$ cat src/vid_seq_pkg.sv
package vid_seq_pkg;

	// ------------------------------------------------------------
	// identification code
	// ------------------------------------------------------------
	localparam int VID_W = 7;
	localparam logic [6:0] VID_OFF_CODE = 7'h7F;

	// ------------------------------------------------------------
	// timing
	// ------------------------------------------------------------
	localparam int CLK_MHZ = 100;
	localparam int SLEW_DIV_NORMAL = 1;
	localparam int SLEW_DIV_FALLBACK = 4;
	localparam logic [1:0] SLEW_CNT_ZERO = 2'h0;
	localparam logic [1:0] SLEW_CNT_LAST = 2'h3;

	// ------------------------------------------------------------
	// sequencer states
	// ------------------------------------------------------------
	typedef enum logic [5:0] {
		ST_OFF = 6'h01,
		ST_SOFT_START = 6'h02,
		ST_BOOT_HOLD = 6'h04,
		ST_RUN = 6'h08,
		ST_FALLBACK = 6'h10,
		ST_SOFT_STOP = 6'h20
	} seq_state_t;

	// ------------------------------------------------------------
	// gate drive request from the modulator, per phase
	// ------------------------------------------------------------
	typedef struct packed {
		logic high_req;
		logic low_req;
		logic zero_cross;
	} phase_req_t;

	// ------------------------------------------------------------
	// analog status indications
	// ------------------------------------------------------------
	typedef struct packed {
		logic over_volt;
		logic neg_ilim;
		logic thermal_sense;
		logic soft_start_done;
		logic output_at_zero;
		logic output_at_target;
	} analog_stat_t;

endpackage : vid_seq_pkg

$ cat src/vid_sequencer_driver_ctrl.sv
module vid_sequencer_driver_ctrl (
	// clock and reset
	input wire logic ref_clk,
	input wire logic rst_n,
	// processor and system inputs
	input wire logic [6:0] voltage_id_code,
	input wire logic system_power_good_in,
	input wire logic power_off_n,
	input wire logic skip_mode_sel,
	input wire logic phase3_enable,
	// modulator requests and analog status
	input wire vid_seq_pkg::phase_req_t ph1_req,
	input wire vid_seq_pkg::phase_req_t ph2_req,
	input wire logic phase3_req,
	input wire vid_seq_pkg::analog_stat_t analog_stat,
	// sequencing outputs
	output logic cpu_clock_go_n,
	output logic output_good,
	output logic [6:0] target_code,
	output logic use_boot_level,
	output logic slew_step_en,
	output logic regulator_on,
	// gate drives
	output logic phase1_high_drive,
	output logic phase1_low_drive,
	output logic phase2_high_drive,
	output logic phase2_low_drive,
	output logic phase1_boost_charge,
	output logic phase2_boost_charge,
	output logic ext_driver_skip,
	output logic phase3_pulse_o,
	output logic phase3_pulse_oe,
	output logic thermal_alert_n_o,
	output logic thermal_alert_n_oe
);

	// ------------------------------------------------------------
	// input synchronisers
	// ------------------------------------------------------------
	logic [8:0] sync1_ff;
	logic [8:0] sync2_ff;
	logic [6:0] vid_s;
	logic pgd_s;
	logic pwr_on_s;

	always_ff @(posedge ref_clk or negedge rst_n) begin
		if (!rst_n) begin
			sync1_ff <= 9'h000;
			sync2_ff <= 9'h000;
		end else begin
			sync1_ff <= {power_off_n, system_power_good_in, voltage_id_code};
			sync2_ff <= sync1_ff;
		end
	end

	assign vid_s = sync2_ff[6:0];
	assign pgd_s = sync2_ff[7];
	assign pwr_on_s = sync2_ff[8];

	// ------------------------------------------------------------
	// decode
	// ------------------------------------------------------------
	function automatic logic is_off_code(input logic [6:0] c);
		is_off_code = (c == vid_seq_pkg::VID_OFF_CODE);
	endfunction : is_off_code

	logic code_off;
	logic enable_req;
	assign code_off = is_off_code(vid_s);
	assign enable_req = pwr_on_s && !code_off;

	// ------------------------------------------------------------
	// sequencer
	// ------------------------------------------------------------
	vid_seq_pkg::seq_state_t state_ff;
	vid_seq_pkg::seq_state_t nxt_state;
	logic [1:0] slew_cnt_ff;
	logic [1:0] nxt_slew_cnt;
	logic st_off;
	logic st_start;
	logic st_hold;
	logic st_run;
	logic st_fall;
	logic st_stop;

	assign st_off = (state_ff == vid_seq_pkg::ST_OFF);
	assign st_start = (state_ff == vid_seq_pkg::ST_SOFT_START);
	assign st_hold = (state_ff == vid_seq_pkg::ST_BOOT_HOLD);
	assign st_run = (state_ff == vid_seq_pkg::ST_RUN);
	assign st_fall = (state_ff == vid_seq_pkg::ST_FALLBACK);
	assign st_stop = (state_ff == vid_seq_pkg::ST_SOFT_STOP);

	always_comb begin
		nxt_state = state_ff;
		case (state_ff)
			vid_seq_pkg::ST_OFF: begin
				if (enable_req)
					nxt_state = vid_seq_pkg::ST_SOFT_START;
			end
			vid_seq_pkg::ST_SOFT_START: begin
				if (!enable_req)
					nxt_state = vid_seq_pkg::ST_SOFT_STOP;
				else if (analog_stat.soft_start_done)
					nxt_state = vid_seq_pkg::ST_BOOT_HOLD;
			end
			vid_seq_pkg::ST_BOOT_HOLD: begin
				if (!enable_req)
					nxt_state = vid_seq_pkg::ST_SOFT_STOP;
				else if (pgd_s)
					nxt_state = vid_seq_pkg::ST_RUN;
			end
			vid_seq_pkg::ST_RUN: begin
				if (!enable_req)
					nxt_state = vid_seq_pkg::ST_SOFT_STOP;
				else if (!pgd_s)
					nxt_state = vid_seq_pkg::ST_FALLBACK;
			end
			vid_seq_pkg::ST_FALLBACK: begin
				if (!enable_req)
					nxt_state = vid_seq_pkg::ST_SOFT_STOP;
				else if (pgd_s)
					nxt_state = vid_seq_pkg::ST_RUN;
			end
			vid_seq_pkg::ST_SOFT_STOP: begin
				if (analog_stat.output_at_zero)
					nxt_state = vid_seq_pkg::ST_OFF;
			end
			default: nxt_state = vid_seq_pkg::ST_OFF;
		endcase
	end

	// quarter-rate slew enable while falling back
	assign nxt_slew_cnt = st_fall ? (slew_cnt_ff + 2'h1) : vid_seq_pkg::SLEW_CNT_ZERO;

	always_ff @(posedge ref_clk or negedge rst_n) begin
		if (!rst_n) begin
			state_ff <= vid_seq_pkg::ST_OFF;
			slew_cnt_ff <= vid_seq_pkg::SLEW_CNT_ZERO;
		end else begin
			state_ff <= nxt_state;
			slew_cnt_ff <= nxt_slew_cnt;
		end
	end

	// ------------------------------------------------------------
	// sequencing outputs
	// ------------------------------------------------------------
	logic clk_go_n_ff;
	logic good_ff;
	logic [6:0] target_ff;

	always_ff @(posedge ref_clk or negedge rst_n) begin
		if (!rst_n) begin
			clk_go_n_ff <= 1'h1;
			good_ff <= 1'h0;
			target_ff <= 7'h00;
		end else begin
			// dropped one cycle after power-good is seen low on pgd_s
			clk_go_n_ff <= !(st_run && pgd_s && enable_req && analog_stat.output_at_target);
			good_ff <= st_run && pgd_s && enable_req && analog_stat.output_at_target;
			if (st_run && !code_off)
				target_ff <= vid_s;
		end
	end

	assign cpu_clock_go_n = clk_go_n_ff;
	assign output_good = good_ff;
	assign target_code = target_ff;
	assign use_boot_level = st_start || st_hold || st_fall;
	assign slew_step_en = st_fall ? (slew_cnt_ff == vid_seq_pkg::SLEW_CNT_LAST) : !st_off;
	assign regulator_on = !st_off;

	// ------------------------------------------------------------
	// gate drive overrides
	// ------------------------------------------------------------
	logic shut;
	logic skip_active;
	logic [1:0] hi_req;
	logic [1:0] lo_req;
	logic [1:0] zc;
	logic [1:0] hi_drv;
	logic [1:0] lo_drv;

	assign shut = st_off;
	assign skip_active = skip_mode_sel || st_fall;
	assign hi_req = {ph2_req.high_req, ph1_req.high_req};
	assign lo_req = {ph2_req.low_req, ph1_req.low_req};
	assign zc = {ph2_req.zero_cross, ph1_req.zero_cross};

	genvar gp;
	generate
		for (gp = 0; gp < 2; gp++) begin : g_phase
			assign hi_drv[gp] = !shut && !analog_stat.over_volt && hi_req[gp];
			assign lo_drv[gp] = shut ? 1'h0 :
				analog_stat.over_volt ? 1'h1 :
				(skip_active && zc[gp]) ? 1'h0 :
				lo_req[gp];
		end
	endgenerate

	assign phase1_high_drive = hi_drv[0];
	assign phase2_high_drive = hi_drv[1];
	assign phase1_low_drive = lo_drv[0];
	assign phase2_low_drive = lo_drv[1];
	assign phase1_boost_charge = lo_drv[0];
	assign phase2_boost_charge = lo_drv[1];
	assign ext_driver_skip = !shut && !skip_active;
	assign phase3_pulse_oe = !shut && phase3_enable;
	assign phase3_pulse_o = phase3_pulse_oe && phase3_req;
	assign thermal_alert_n_o = 1'h0;
	assign thermal_alert_n_oe = !shut && analog_stat.thermal_sense;

	// ------------------------------------------------------------
	// checks
	// ------------------------------------------------------------
	AST_HI_OFF: assert property (@(posedge ref_clk) disable iff (!rst_n)
		st_off |-> !phase1_high_drive && !phase2_high_drive) else $error("high drive in shutdown");
	AST_LO_OFF: assert property (@(posedge ref_clk) disable iff (!rst_n)
		st_off |-> !phase1_low_drive && !phase2_low_drive) else $error("low drive in shutdown");
	AST_OVP: assert property (@(posedge ref_clk) disable iff (!rst_n)
		(!st_off && analog_stat.over_volt) |-> phase1_low_drive && phase2_low_drive)
		else $error("overvoltage did not force low drives");
	AST_ZC: assert property (@(posedge ref_clk) disable iff (!rst_n)
		(skip_active && ph1_req.zero_cross && !analog_stat.over_volt) |-> !phase1_low_drive)
		else $error("low drive after zero crossing");
	AST_HOT: assert property (@(posedge ref_clk) disable iff (!rst_n)
		thermal_alert_n_oe |-> !st_off && analog_stat.thermal_sense) else $error("alert wrong");
	AST_HOLD: assert property (@(posedge ref_clk) disable iff (!rst_n)
		st_hold |=> cpu_clock_go_n && !output_good) else $error("boot hold outputs");
	AST_PGD_FALL: assert property (@(posedge ref_clk) disable iff (!rst_n)
		(st_run && enable_req && !pgd_s) |=> cpu_clock_go_n && !output_good && st_fall)
		else $error("power-good fall not handled");
	AST_QUARTER: assert property (@(posedge ref_clk) disable iff (!rst_n)
		(st_fall && slew_step_en) |=> (!st_fall || !slew_step_en) [*3])
		else $error("fallback slew rate");
	AST_CODE_OFF: assert property (@(posedge ref_clk) disable iff (!rst_n)
		(st_run && code_off) |=> st_stop) else $error("off code ignored");
	AST_BOOST: assert property (@(posedge ref_clk) disable iff (!rst_n)
		phase1_boost_charge |-> phase1_low_drive) else $error("boost without low drive");
	AST_SYNC: assert property (@(posedge ref_clk) disable iff (!rst_n)
		vid_s == $past(sync1_ff[6:0])) else $error("sync stage");
	AST_PH3: assert property (@(posedge ref_clk) disable iff (!rst_n)
		(st_off || !phase3_enable) |-> !phase3_pulse_oe) else $error("phase three driven");
	AST_HOLD_STAY: assert property (@(posedge ref_clk) disable iff (!rst_n)
		(st_hold && enable_req && !pgd_s) |=> st_hold && use_boot_level)
		else $error("boot hold left early");
	AST_RUN_GO: assert property (@(posedge ref_clk) disable iff (!rst_n)
		(st_run && pgd_s && enable_req && analog_stat.output_at_target)
		|=> !cpu_clock_go_n && output_good) else $error("clock enable not given");
	AST_TARGET: assert property (@(posedge ref_clk) disable iff (!rst_n)
		(st_run && !code_off) |=> target_code == $past(vid_s)) else $error("target not followed");
	AST_FALL_STAY: assert property (@(posedge ref_clk) disable iff (!rst_n)
		(st_fall && enable_req && !pgd_s) |=> st_fall && use_boot_level)
		else $error("fallback left early");
	AST_STOP_END: assert property (@(posedge ref_clk) disable iff (!rst_n)
		(st_stop && analog_stat.output_at_zero) |=> st_off) else $error("soft stop did not end");
	AST_OFF_QUIET: assert property (@(posedge ref_clk) disable iff (!rst_n)
		st_off |-> !ext_driver_skip && !phase3_pulse_oe && !phase3_pulse_o)
		else $error("skip or phase three active in shutdown");
	AST_RESTART: assert property (@(posedge ref_clk) disable iff (!rst_n)
		(st_off && enable_req) |=> st_start) else $error("startup not begun");
	AST_CODE_WATCH: assert property (@(posedge ref_clk) disable iff (!rst_n)
		(st_off && code_off) |=> st_off) else $error("off code did not hold shutdown");
	AST_BOOST2: assert property (@(posedge ref_clk) disable iff (!rst_n)
		phase2_boost_charge |-> phase2_low_drive) else $error("boost without low drive");
	AST_ZC2: assert property (@(posedge ref_clk) disable iff (!rst_n)
		(skip_active && ph2_req.zero_cross && !analog_stat.over_volt) |-> !phase2_low_drive)
		else $error("low drive after zero crossing");
	AST_HOT_ON: assert property (@(posedge ref_clk) disable iff (!rst_n)
		(!st_off && analog_stat.thermal_sense) |-> thermal_alert_n_oe && !thermal_alert_n_o)
		else $error("alert not pulled low");
	AST_SKIP_FORCED: assert property (@(posedge ref_clk) disable iff (!rst_n)
		(!st_off && !skip_mode_sel && !st_fall) |-> ext_driver_skip)
		else $error("skip control not high");
	AST_SKIP_LOW: assert property (@(posedge ref_clk) disable iff (!rst_n)
		(skip_mode_sel || st_fall) |-> !ext_driver_skip) else $error("skip control not low");
	AST_QUARTER_DUE: assert property (@(posedge ref_clk) disable iff (!rst_n)
		(st_fall && slew_step_en) ##1 st_fall [*4] |-> slew_step_en)
		else $error("fallback slew step missing");

	COV_START: cover property (@(posedge ref_clk) disable iff (!rst_n) st_hold ##1 st_run);
	COV_FALL: cover property (@(posedge ref_clk) disable iff (!rst_n) st_run ##1 st_fall);
	COV_STOP: cover property (@(posedge ref_clk) disable iff (!rst_n) st_stop ##1 st_off);
	COV_OVP: cover property (@(posedge ref_clk) disable iff (!rst_n) st_run && analog_stat.over_volt);
	COV_RESTART: cover property (@(posedge ref_clk) disable iff (!rst_n) st_off ##1 st_start);

endmodule : vid_sequencer_driver_ctrl

$ cat config.mk
export PLATFORM = sky130hd
export DESIGN_NAME = vid_sequencer_driver_ctrl
export DESIGN_NICKNAME = d
export VERILOG_FILES = /design/src/vid_seq_pkg.sv /design/src/vid_sequencer_driver_ctrl.sv
export SDC_FILE = /design/constraint.sdc
export NUM_CORES = 1
export LEC_CHECK = 0
export BUFFER_PORTS_ARGS = -buffer_cell sky130_fd_sc_hd__buf_2
export CELL_PAD_IN_SITES_DETAIL_PLACEMENT = 1
export CELL_PAD_IN_SITES_GLOBAL_PLACEMENT = 2
export CORE_MARGIN = 3
export CORE_UTILIZATION = 25
export DETAILED_ROUTE_END_ITERATION = 16
export PLACE_DENSITY_LB_ADDON = 0.1
export SYNTH_ARGS = -nofsm -noshare
export SYNTH_HDL_FRONTEND = slang
export SYNTH_SLANG_ARGS = --single-unit
$ cat constraint.sdc
create_clock -name ref_clk -period 2.06 [get_ports ref_clk]
set_clock_uncertainty 0.1 [all_clocks]
set_input_delay 0.103 -clock ref_clk [delete_from_list [all_inputs] [get_ports ref_clk]]
set_output_delay 0.103 -clock ref_clk [all_outputs]
set_load 0.005 [all_outputs]
Yosys cells after proc, flatten, opt, wreduce, memory -nomap -nowiden
Index checks and enable logic that the tools add are counted.
{"block": "word_totals", "regBits": 35, "in_bits": 26, "out_inout_bits": 23, "elab_cells": 62}
{"block": "op_classes", "add_sub_neg": 1, "eq_ne": 13, "muxes": 17, "n_reduce_logical": 24}
{"operator": "6-bit two-way mux", "n": 8}
{"operator": "6-bit one-hot mux with 5 select lines", "n": 1}
{"operator": "1-bit logical AND", "n": 14}
{"operator": "3-bit inequality test, second input constant", "n": 3}
{"operator": "7-bit equality test, second input constant", "n": 1}
{"operator": "1-bit two-way mux", "n": 7}
{"operator": "6-bit by 1-bit equality test with 1-bit output, second input constant", "n": 1}
{"operator": "6-bit by 2-bit equality test with 1-bit output, second input constant", "n": 1}
{"operator": "6-bit by 3-bit equality test with 1-bit output, second input constant", "n": 1}
{"operator": "6-bit by 4-bit equality test with 1-bit output, second input constant", "n": 1}
{"operator": "6-bit by 5-bit equality test with 1-bit output, second input constant", "n": 1}
{"operator": "6-bit equality test, second input constant", "n": 1}
{"operator": "1-bit logical NOT", "n": 5}
{"operator": "5-bit AND reduction", "n": 1}
{"operator": "2-bit inequality test, second input constant", "n": 2}
{"operator": "1-bit logical OR", "n": 3}
{"operator": "2-bit by 1-bit adder with 2-bit output, second input constant", "n": 1}
{"operator": "2-bit equality test, second input constant", "n": 1}
{"operator": "2-bit two-way mux", "n": 1}
{"operator": "2-bit OR reduction", "n": 1}

Logic depth before layout (Yosys ltp)
Gate-level depths: netlist of run 1.
{"block": "logic_depth", "ltp_word": 6, "depth_mapped": 6, "depth_no_buf": 5}

Worst setup path before layout of run 1
Ideal clock, no wire load.
{"block": "synth_path", "path_kind": "reg2reg", "from": "register state_ff[1]", "to": "register target_ff[0] (netlist: target_code[0])", "setup_ns": 0.125, "arrival_ns": 1.451, "required_time_ns": 1.835, "setup_slack_ns": 0.384, "path_stages_with_launch": 6, "path_buffers": 1, "synth_period_minus_slack_ns": 1.676, "cell_sequence": "dfrtp_1 > nor3_4 > nand3_2 > a41o_1 > buf_6 > mux2_4"}
{"block": "synth_via", "elab_chain_len": 2}
{"element": "from (decl)", "line_no": "vid_sequencer_driver_ctrl.sv:75", "rtl": "vid_seq_pkg::seq_state_t state_ff;"}
{"element": "from (signal assigned)", "line_no": "vid_sequencer_driver_ctrl.sv:137", "rtl": "state_ff <= vid_seq_pkg::ST_OFF;"}
{"element": "from (signal assigned)", "line_no": "vid_sequencer_driver_ctrl.sv:140", "rtl": "state_ff <= nxt_state;"}
{"element": "6-bit by 4-bit equality test with 1-bit output", "line_no": "vid_sequencer_driver_ctrl.sv:89", "rtl": "assign st_run = (state_ff == vid_seq_pkg::ST_RUN);"}
{"element": "1-bit logical AND", "line_no": "vid_sequencer_driver_ctrl.sv:161", "rtl": "if (st_run && !code_off)"}
{"element": "to (signal assigned)", "line_no": "vid_sequencer_driver_ctrl.sv:162", "rtl": "target_ff <= vid_s;"}
{"element": "to (decl)", "line_no": "vid_sequencer_driver_ctrl.sv:150", "rtl": "logic [6:0] target_ff;"}
Every way passes these cells.
A chain may end at the register's enable or synchronous reset.

Worst setup path after layout of run 1
{"block": "layout_path", "from": "register state_ff[4]", "to": "output phase3_pulse_o"}
{"block": "layout_via", "elab_chain_len": 4}
{"element": "6-bit by 1-bit equality test with 1-bit output", "line_no": "vid_sequencer_driver_ctrl.sv:86", "rtl": "assign st_off = (state_ff == vid_seq_pkg::ST_OFF);"}
{"element": "1-bit logical NOT", "line_no": "vid_sequencer_driver_ctrl.sv:208", "rtl": "assign phase3_pulse_oe = !shut && phase3_enable;"}
{"element": "1-bit logical AND", "line_no": "vid_sequencer_driver_ctrl.sv:208"}
{"element": "1-bit logical AND", "line_no": "vid_sequencer_driver_ctrl.sv:209", "rtl": "assign phase3_pulse_o = phase3_pulse_oe && phase3_req;"}
{"element": "to (decl)", "line_no": "vid_sequencer_driver_ctrl.sv:31", "rtl": "output logic phase3_pulse_o,"}
Every way passes these cells.

==> impl_metrics.toml, run 1 <==
[outcome]
status = "finished, final reports clean"

[placement]
preCtsSetupSlack_ps = 283
post-place-cells = 239
routabilityCongestion = 0.728
hpwlAfterDp_mm = 2.61
post_dp_cell_area_um2 = 1790
portBuffers = 46

[timing]
slew_headroom_pct = 49.1
period_share_pct = 94.5
timing.fmax_ghz = 0.514
post-route-min-period_ps = 1950
maxSlewViolCount = 0
setup_ws_ps = 113
setup_viol = 0
setup_tns_ps = 0
rsz0062_at_grt = "no"
tightestPinTransition_ps = 763
whs_ps = 15.8
finalHoldViolations = 0

[yosys]
ys_types = 37
synth_top_area_cell = "dfrtp_1"
syn_inst = 122
syn-num-nets = 149
async_flop_share_pct = 100
synthTopCellsByArea = "dfrtp_1, mux2_4, dfstp_2, inv_1, nor2_1"
yosys_warnings = 0
synth_seq_cells = 35
yosysSeqAreaShare_pct = 59.5
syn_area_um2 = 1480
synth.avg_cell_area_um2 = 12.1
synth_edf_count = 0
synth_ff_type = "dfrtp_1"
yosys.area.top_type_share_pct = 56.0

[setup_path]
critical_path_class = "flop to primary output"
setup.worst_path.start_class = "flop"
critPathMaxFanout = 7
cp_num_buf_inv = 2
critPathMaxStageDelay_ps = 460
critPathTopFamily = "simple AND/OR/NAND/NOR gates"
rr_startpoint = "state_ff[4]"
r2r_end = "target_code[3]"
path_depth = 5
path_cells = "nor3_2, and4_2, inv_1, and3_1, buf_2"
rrSetupSlack_ps = 280
endpoint_kind = "primary output"
arrival_ps = 1740
cp_slowest_cell = "dfrtp_1"
ff2ff_path_depth = 4
worst_ep_required_time_ps = 1860

[finish]
antenna_cells = 0
utilization_pct = 35.8
fin_nets = 213
stdcell_count = 258
drive_gt1_share_pct = 41.9
final_cell_area_um2 = 2010
n_fill_cell = 660
area_delta_synth_final_pct = 36.1

[min_path]
worstHoldStart = "analog_stat[2]"
hold_path_class = "input port to flop"
hold_end = "state_ff[2]"
min_path_cells = 3

[floorplanning]
die_area_um2 = 6860
coreArea_um2 = 5610
rows = 27
io_pins = 49
initial_core_util_pct = 26.3
dieWidth_um = 82.8
die_y_um = 82.8

[power]
sw_frac_of_total_pct = 29.1
vdd_drop_max_mv = 0.315
p_int_mw = 1.22
power_frac_seq_pct = 45.6
comb_power_share_pct = 26.2
p_switching_uw = 504
power_density_nw_per_um2 = 861
leakagePower_nw = 1.03
p_clk_share_pct = 28.2
total_power_mw = 1.73

[cts]
cts-root-buf = "clkbuf_8"
clockBufferDepth = 2
cts_tree = "yes"
cts.htree.levels = 2
numCtsBuffers = 5
clock_sinks = 35
clkLatencyLatePin_ps = 270
clk_pin_slew_worst_paths_ps = 70

[flow_run]
cap_violations = 0

[global_routing]
overflow = 0
grt_max_degree = 36
grt_pass1_wl_mm = 5.88
track_usage_pct = 10.5
antenna_found_initial = 0
grt_pass1_vias = 1248

[drt]
wl_mm = 3.43
drtAntennaViolNets = 0
drc = 0
wl_per_cell_um = 13.3
vias = 1124
dr.first_iter.drc_count = 30
routed_via_density = 4.36
drtPass1Iterations = 3
==> placed cells by master, fill, tap and decap left out, types with 3 or more instances in the layout <==
cell type      instances
clkbuf_8               6
nand2_1                4
inv_1                  9
nor4b_1                3
nand3_1                4
dlygate4sd3_1         11
nor2_1                 9
a21oi_1                6
buf_4                  7
buf_2                 46
nor3_1                 3
dfrtp_1               33
mux2_4                 7
and2_1                 3
o21ai_0                3
and3_1                 3
==> power by group through the flow <==
| stage | logic, mW | clock network [mW] | registers [mW] |
|---|---|---|---|
| global route | 0.515 | 0.553 | 0.795 |
| global placement | 0.414 | 0 | 0.810 |
| floorplan | 0.245 | 0 | 0.795 |
| finish | 0.453 | 0.487 | 0.788 |
| detailed placement | 0.423 | 0 | 0.815 |
| CTS | 0.440 | 0.514 | 0.803 |
==> Yosys cell counts (3+ instances only) <==
cell,instances
buf_4,3
mux2_4,7
and3_1,3
buf_2,3
a21oi_1,6
inv_1,9
nor3_1,4
nor4b_1,3
nor2_1,9
nand3_1,4
nand2_1,4
and2_1,3
dfrtp_1,33
o21ai_0,3
==> flip-flops by register name, indices dropped and copies added (netlist names) <==
signal	count
state_ff	6
sync1_ff	9
sync2_ff	9
slew_cnt_ff	2
output_good	1
target_code	7
cpu_clock_go_n	1
==> area by class of cell <==
cell class | instances | area, um^2 | share of cell area, %
multi-input cells | 71 | 526 | 26.2
inverters | 9 | 33.8 | 1.68
flip-flops and latches | 35 | 878 | 43.7
well taps | 72 | 90.1 | 4.49
repair buffers | 64 | 393 | 19.6
clock buffers | 6 | 82.6 | 4.11
clock inverters | 1 | 5.00 | 0.249
==> routing by layer <==
metal / global-route usage [%] / share of wire (%) / wire length [um] / up-vias
li1: - / - / - / 547
met1: 13.0 / 46 / 1580 / 541
met2: 17.4 / 47 / 1620 / 31
met3: 3.67 / 5.6 / 192 / 5
met4: 2.67 / 1.1 / 36 / 0
met5: 0 / 0 / 0 / -
==> worst reg2reg max path, cell delays in order, from the launching register on <==
cell	delay, ps
dfrtp_1	460
nor2_1	220
nand3_2	130
a41o_1	390
mux2_4	360
==> cells by family (layout without fill, tap and decap cells) <==
logic type                 Yosys count  count (layout)  synth area share [%]
DFF                                 35              35                  59.5
other                                1               1                 0.254
AOI/OAI and AO/OA                   18              18                  7.89
muxes                                7               7                  7.12
xor gates and xnor gates             3               3                  1.78
adders and majority gates            1               1                 0.848
and+or+nand+nor                     41              41                  17.0
buffers and inverters               16              80                  5.60
==> what timing repair did <==
action                                  CTS  global route
hold buffers                             11             0
endpoints found under the setup margin    1             4
resized for setup                         1             1
setup buffers                             0             1
endpoints found under the hold margin    43             0
==> worst max path at each step <==
stage / from / endpoint / slack, ps
detailed placement: state_ff[1] / target_code[3] / 280
global placement: state_ff[1] / target_code[3] / 310
CTS: state_ff[0] / phase1_boost_charge / 60
finish: state_ff[4] / phase3_pulse_o / 110
global route: state_ff[1] / phase1_boost_charge / 2
floorplan: state_ff[1] / target_code[0] / 380
No activity file was read; power rests on OpenSTA's default activity.
==> run 2, diff against run 1 <==
--- a/config.mk
+++ b/config.mk
@@ -8,7 +8,6 @@
 export BUFFER_PORTS_ARGS = -buffer_cell sky130_fd_sc_hd__buf_2
 export CELL_PAD_IN_SITES_DETAIL_PLACEMENT = 1
 export CELL_PAD_IN_SITES_GLOBAL_PLACEMENT = 2
-export CORE_MARGIN = 3
 export CORE_UTILIZATION = 25
 export DETAILED_ROUTE_END_ITERATION = 16
 export PLACE_DENSITY_LB_ADDON = 0.1
==> impl_metrics.toml, run 2 (same netlist as run 1, synthesis figures left out) <==
[outcome]
status = "finished, final reports clean"

[power]
p_switching_uw = 501
p_int_mw = 1.20
power_frac_seq_pct = 46.4
vdd_drop_max_mv = 0.347
leakagePower_nw = 1.02
sw_frac_of_total_pct = 29.4
power_density_nw_per_um2 = 849
p_clk_share_pct = 27.2
comb_power_share_pct = 26.4

[placement]
routabilityCongestion = 0.721
preCtsSetupSlack_ps = 261
post-place-cells = 239
post_dp_cell_area_um2 = 1790
portBuffers = 46
hpwlAfterDp_mm = 2.49

[finish]
stdcell_count = 259
final_cell_area_um2 = 2000
fin_nets = 213
final_common_cell = "buf_2"
mostFrequentLayoutCells = "buf_2, dfrtp_1, dlygate4sd3_1, inv_1, nor2_1"
utilization_pct = 35.7
antenna_cells = 0
drive_gt1_share_pct = 41.7
area_delta_synth_final_pct = 35.8

[timing]
tightestPinTransition_ps = 759
finalHoldViolations = 0
setup_ws_ps = 136
post-route-min-period_ps = 1920
setup_tns_ps = 0
timing.fmax_ghz = 0.520
period_share_pct = 93.4
rsz0062_at_grt = "yes"
slew_headroom_pct = 49.4
maxSlewViolCount = 0
setup_viol = 0

[setup_path]
rrSetupSlack_ps = 250
r2r_end = "target_code[2]"
ff2ff_path_depth = 4
critPathMaxFanout = 7
rr_startpoint = "state_ff[4]"
endpoint_kind = "primary output"
worst_ep_required_time_ps = 1860
worst_setup_path_endpoint = "phase2_high_drive"
cp-startpoint = "state_ff[3]"
arrival_ps = 1720
setup.worst_path.start_class = "flop"
critical_path_class = "flop to primary output"

[flow_run]
cap_violations = 0

[drt]
vias = 1127
drtAntennaViolNets = 0
drc = 0
dr.first_iter.drc_count = 10
routed_via_density = 4.35
wl_per_cell_um = 13.0
drtPass1Iterations = 3
wl_mm = 3.37

[cts]
cts.htree.levels = 2
clkLatencyLatePin_ps = 270
cts_tree = "yes"
clk_pin_slew_worst_paths_ps = 60
numCtsBuffers = 5
clock_sinks = 35
cts-root-buf = "clkbuf_8"
clockBufferDepth = 2

[global_routing]
grt_pass1_vias = 1194
antenna_found_initial = 0
overflow = 0
grt_pass1_wl_mm = 5.64
grt_max_degree = 36
track_usage_pct = 12.1

[floorplanning]
die_y_um = 78.8
dieWidth_um = 78.8
initial_core_util_pct = 26.3
io_pins = 49
rows = 27
die_area_um2 = 6210
coreArea_um2 = 5610

[min_path]
hold_path_class = "input port to flop"
[run 2: what timing repair did]
| action | CTS | global route |
|---|---|---|
| endpoints found under the setup margin | 0 | 9 |
| resized for setup | 0 | 4 |
| endpoints found under the hold margin | 43 | 0 |
| setup buffers | 0 | 1 |
| hold buffers | 11 | 0 |
[run 2: worst min path at each step]
stage | from | to | depth (start not counted)
6_report | analog_stat[2] | state_ff[2] | 3
5_1_grt | analog_stat[2] | state_ff[2] | 3
4_1_cts | analog_stat[2] | state_ff[2] | 3
3_5_place_dp | power_off_n | sync1_ff[8] | 1
3_3_place_gp | voltage_id_code[0] | sync1_ff[0] | 1
2_1_floorplan | rst_n | output_good | 0
[run 2: final cells by class]
cell class | instances | area [um^2]
clock buffers | 7 | 76.3
inverters | 9 | 33.8
flip-flops and latches | 35 | 880
well taps | 72 | 90.1
fillers | 655 | 3600
multi-input cells | 71 | 526
clock inverters | 1 | 5.00
repair buffers | 64 | 393
[run 2: routing by layer]
layer | part of all wire [%] | global-route usage (%)
met3 | 5.1 | 3.56
met4 | 0.92 | 4.91
met5 | 0 | 0
met1 | 45 | 14.7
met2 | 49 | 20.2
[run 2: power by group through the flow]
stage	Sequential (mW)	Clock, mW	Combinational [mW]
after detailed placement	0.812	0	0.420
final	0.789	0.463	0.448
after global routing	0.795	0.518	0.516
after floorplan	0.795	0	0.245
after CTS	0.800	0.488	0.436
after global placement	0.810	0	0.410
[run 2: worst max-delay path, cell delays in order (launching register included)]
cell and delay, ps:
dfrtp_1 470, nor3_2 230, and4_2 310, inv_1 120
and3_1 200, buf_2 120
[run 2: per-stage QoR]
stage               power [mW]  hold slack (ps)
finish                    1.70             18.8
global route              1.83             27.8
CTS                       1.72             12.3
detailed placement        1.23              113
global placement          1.22              111
floorplan                 1.04             -293
==> run 3, diff against run 2 <==
==> constraint.sdc (replaced) <==
create_clock -name ref_clk -period 2.2 [get_ports ref_clk]
set_clock_uncertainty 0.1 [all_clocks]
set_input_delay 0.11 -clock ref_clk [delete_from_list [all_inputs] [get_ports ref_clk]]
set_output_delay 0.11 -clock ref_clk [all_outputs]
set_load 0.005 [all_outputs]
==> impl_metrics.toml, run 3 (same netlist as run 1, synthesis figures left out) <==
[global_routing]
overflow = 0
grt_max_degree = 36
grt_pass1_wl_mm = 5.77
grt_pass1_vias = 1159
track_usage_pct = 12.2
antenna_found_initial = 0

[floorplanning]
die_y_um = 78.8
io_pins = 49
initial_core_util_pct = 26.3
dieWidth_um = 78.8
rows = 27
die_area_um2 = 6210
coreArea_um2 = 5610

[setup_path]
arrival_ps = 1800
ff2ff_path_depth = 4
cp_num_buf_inv = 2
cp_slowest_cell = "dfrtp_1"
path_depth = 5
critPathTopFamily = "simple AND/OR/NAND/NOR gates"
endpoint_kind = "primary output"
setup.worst_path.start_class = "flop"
worst_ep_required_time_ps = 1990
critical_path_class = "flop to primary output"
path_cells = "nor3_2, and4_2, inv_1, and3_1, buf_2"
critPathMaxFanout = 9
critPathMaxStageDelay_ps = 490

[timing]
setup_ws_ps = 192
setup_viol = 0
post-route-min-period_ps = 2010
period_share_pct = 91.3
finalHoldViolations = 0
rsz0062_at_grt = "no"
slew_headroom_pct = 48.2
maxSlewViolCount = 0
timing.fmax_ghz = 0.498
setup_tns_ps = 0
tightestPinTransition_ps = 778

[finish]
antenna_cells = 0
fin_nets = 209
final_common_cell = "buf_2"
seq_area_um2 = 878
stdcell_count = 255
utilization_pct = 35.1
mostFrequentLayoutCells = "buf_2, dfrtp_1, dlygate4sd3_1, inv_1, nor2_1"
drive_gt1_share_pct = 40.4
multi_input_area_um2 = 519
n_fill_cell = 643
area_delta_synth_final_pct = 33.3

[cts]
numCtsBuffers = 5
cts-root-buf = "clkbuf_8"
clockBufferDepth = 2
clkLatencyLatePin_ps = 280
post-cts-setup-buffers = 0
cts.htree.levels = 2
clk_pin_slew_worst_paths_ps = 70
cts_tree = "yes"
clock_sinks = 35

[flow_run]
cap_violations = 0

[power]
p_clk_share_pct = 27.9
p_int_mw = 1.11
power_density_nw_per_um2 = 803
sw_frac_of_total_pct = 29.8
vdd_drop_max_mv = 0.314
power_frac_seq_pct = 47.6
leakagePower_nw = 1.00
p_switching_uw = 471
comb_power_share_pct = 24.5
total_power_mw = 1.58

[drt]
drc = 0
routed_via_density = 4.31
drtAntennaViolNets = 0
wl_mm = 3.32
drtPass1Iterations = 2
vias = 1100
dr.first_iter.drc_count = 32
wl_per_cell_um = 13.0

[placement]
post-place-cells = 237
hpwlAfterDp_mm = 2.46
portBuffers = 46
routabilityCongestion = 0.712
preCtsSetupSlack_ps = 369

[min_path]
hold_path_class = "input port to flop"
min_path_cells = 3

[outcome]
status = "finished, final reports clean"
## run 3: cell count changes in the layout (fill, tap and decap cells not counted), sizes merged
| cell | delta |
|---|---|
| clkinvlp | +1 |
| buf | -3 |
| clkbuf | -1 |
| dlygate4sd3 | -1 |
## run 3: final cells by class
cell class	instances	area share, %
multi-input cells	71	26.4
inverters	9	1.72
clock inverters	2	0.636
well taps	72	4.58
flip-flops and latches	35	44.7
clock buffers	6	3.69
repair buffers	60	18.3
## run 3: final timing paths
check	startpoint	end	slack, ps
max	state_ff[4]	phase1_high_drive	190
min reg2reg	sync1_ff[3]	sync2_ff[3]	250
min	analog_stat[0]	output_good	20
min in group asynchronous	rst_n	target_code[4]	350
max in group asynchronous	rst_n	slew_cnt_ff[1]	1160
max reg2reg	state_ff[2]	target_code[3]	370
## run 3: power groups by stage
stage / clock network, mW / registers (mW) / logic [mW]
2_1_floorplan: 0 / 0.744 / 0.229
3_3_place_gp: 0 / 0.760 / 0.379
3_5_place_dp: 0 / 0.763 / 0.383
4_1_cts: 0.465 / 0.751 / 0.398
5_1_grt: 0.492 / 0.761 / 0.445
6_report: 0.441 / 0.752 / 0.386
## run 3: repair_timing
| item | in CTS | in global routing |
|---|---|---|
| endpoints found under the hold margin | 42 | 0 |
| setup endpoints to repair | 0 | 5 |
| resized for setup | 0 | 1 |
| hold buffers | 10 | 0 |
## run 3: tightest hold or removal path, stage by stage
cell	delay [ps]
buf_2	100
nand3_1	100
nor2_1	50
## run 3: layer usage
layer	global-route usage (%)	routed length, um	part of all wire, %	up-vias
met5	0	0	0	-
met4	4.36	31	0.93	0
met3	3.22	155	4.7	2
met2	19.0	1590	48	32
met1	16.2	1550	47	527
li1	-	-	-	539
## run 3: stage by stage
step	hold slack, ps	instance area [um^2]
after floorplan	-286	1480
final	17.5	1970
after detailed placement	120	1780
after CTS	9.62	1960
after global placement	118	1780
after global routing	29.5	1970
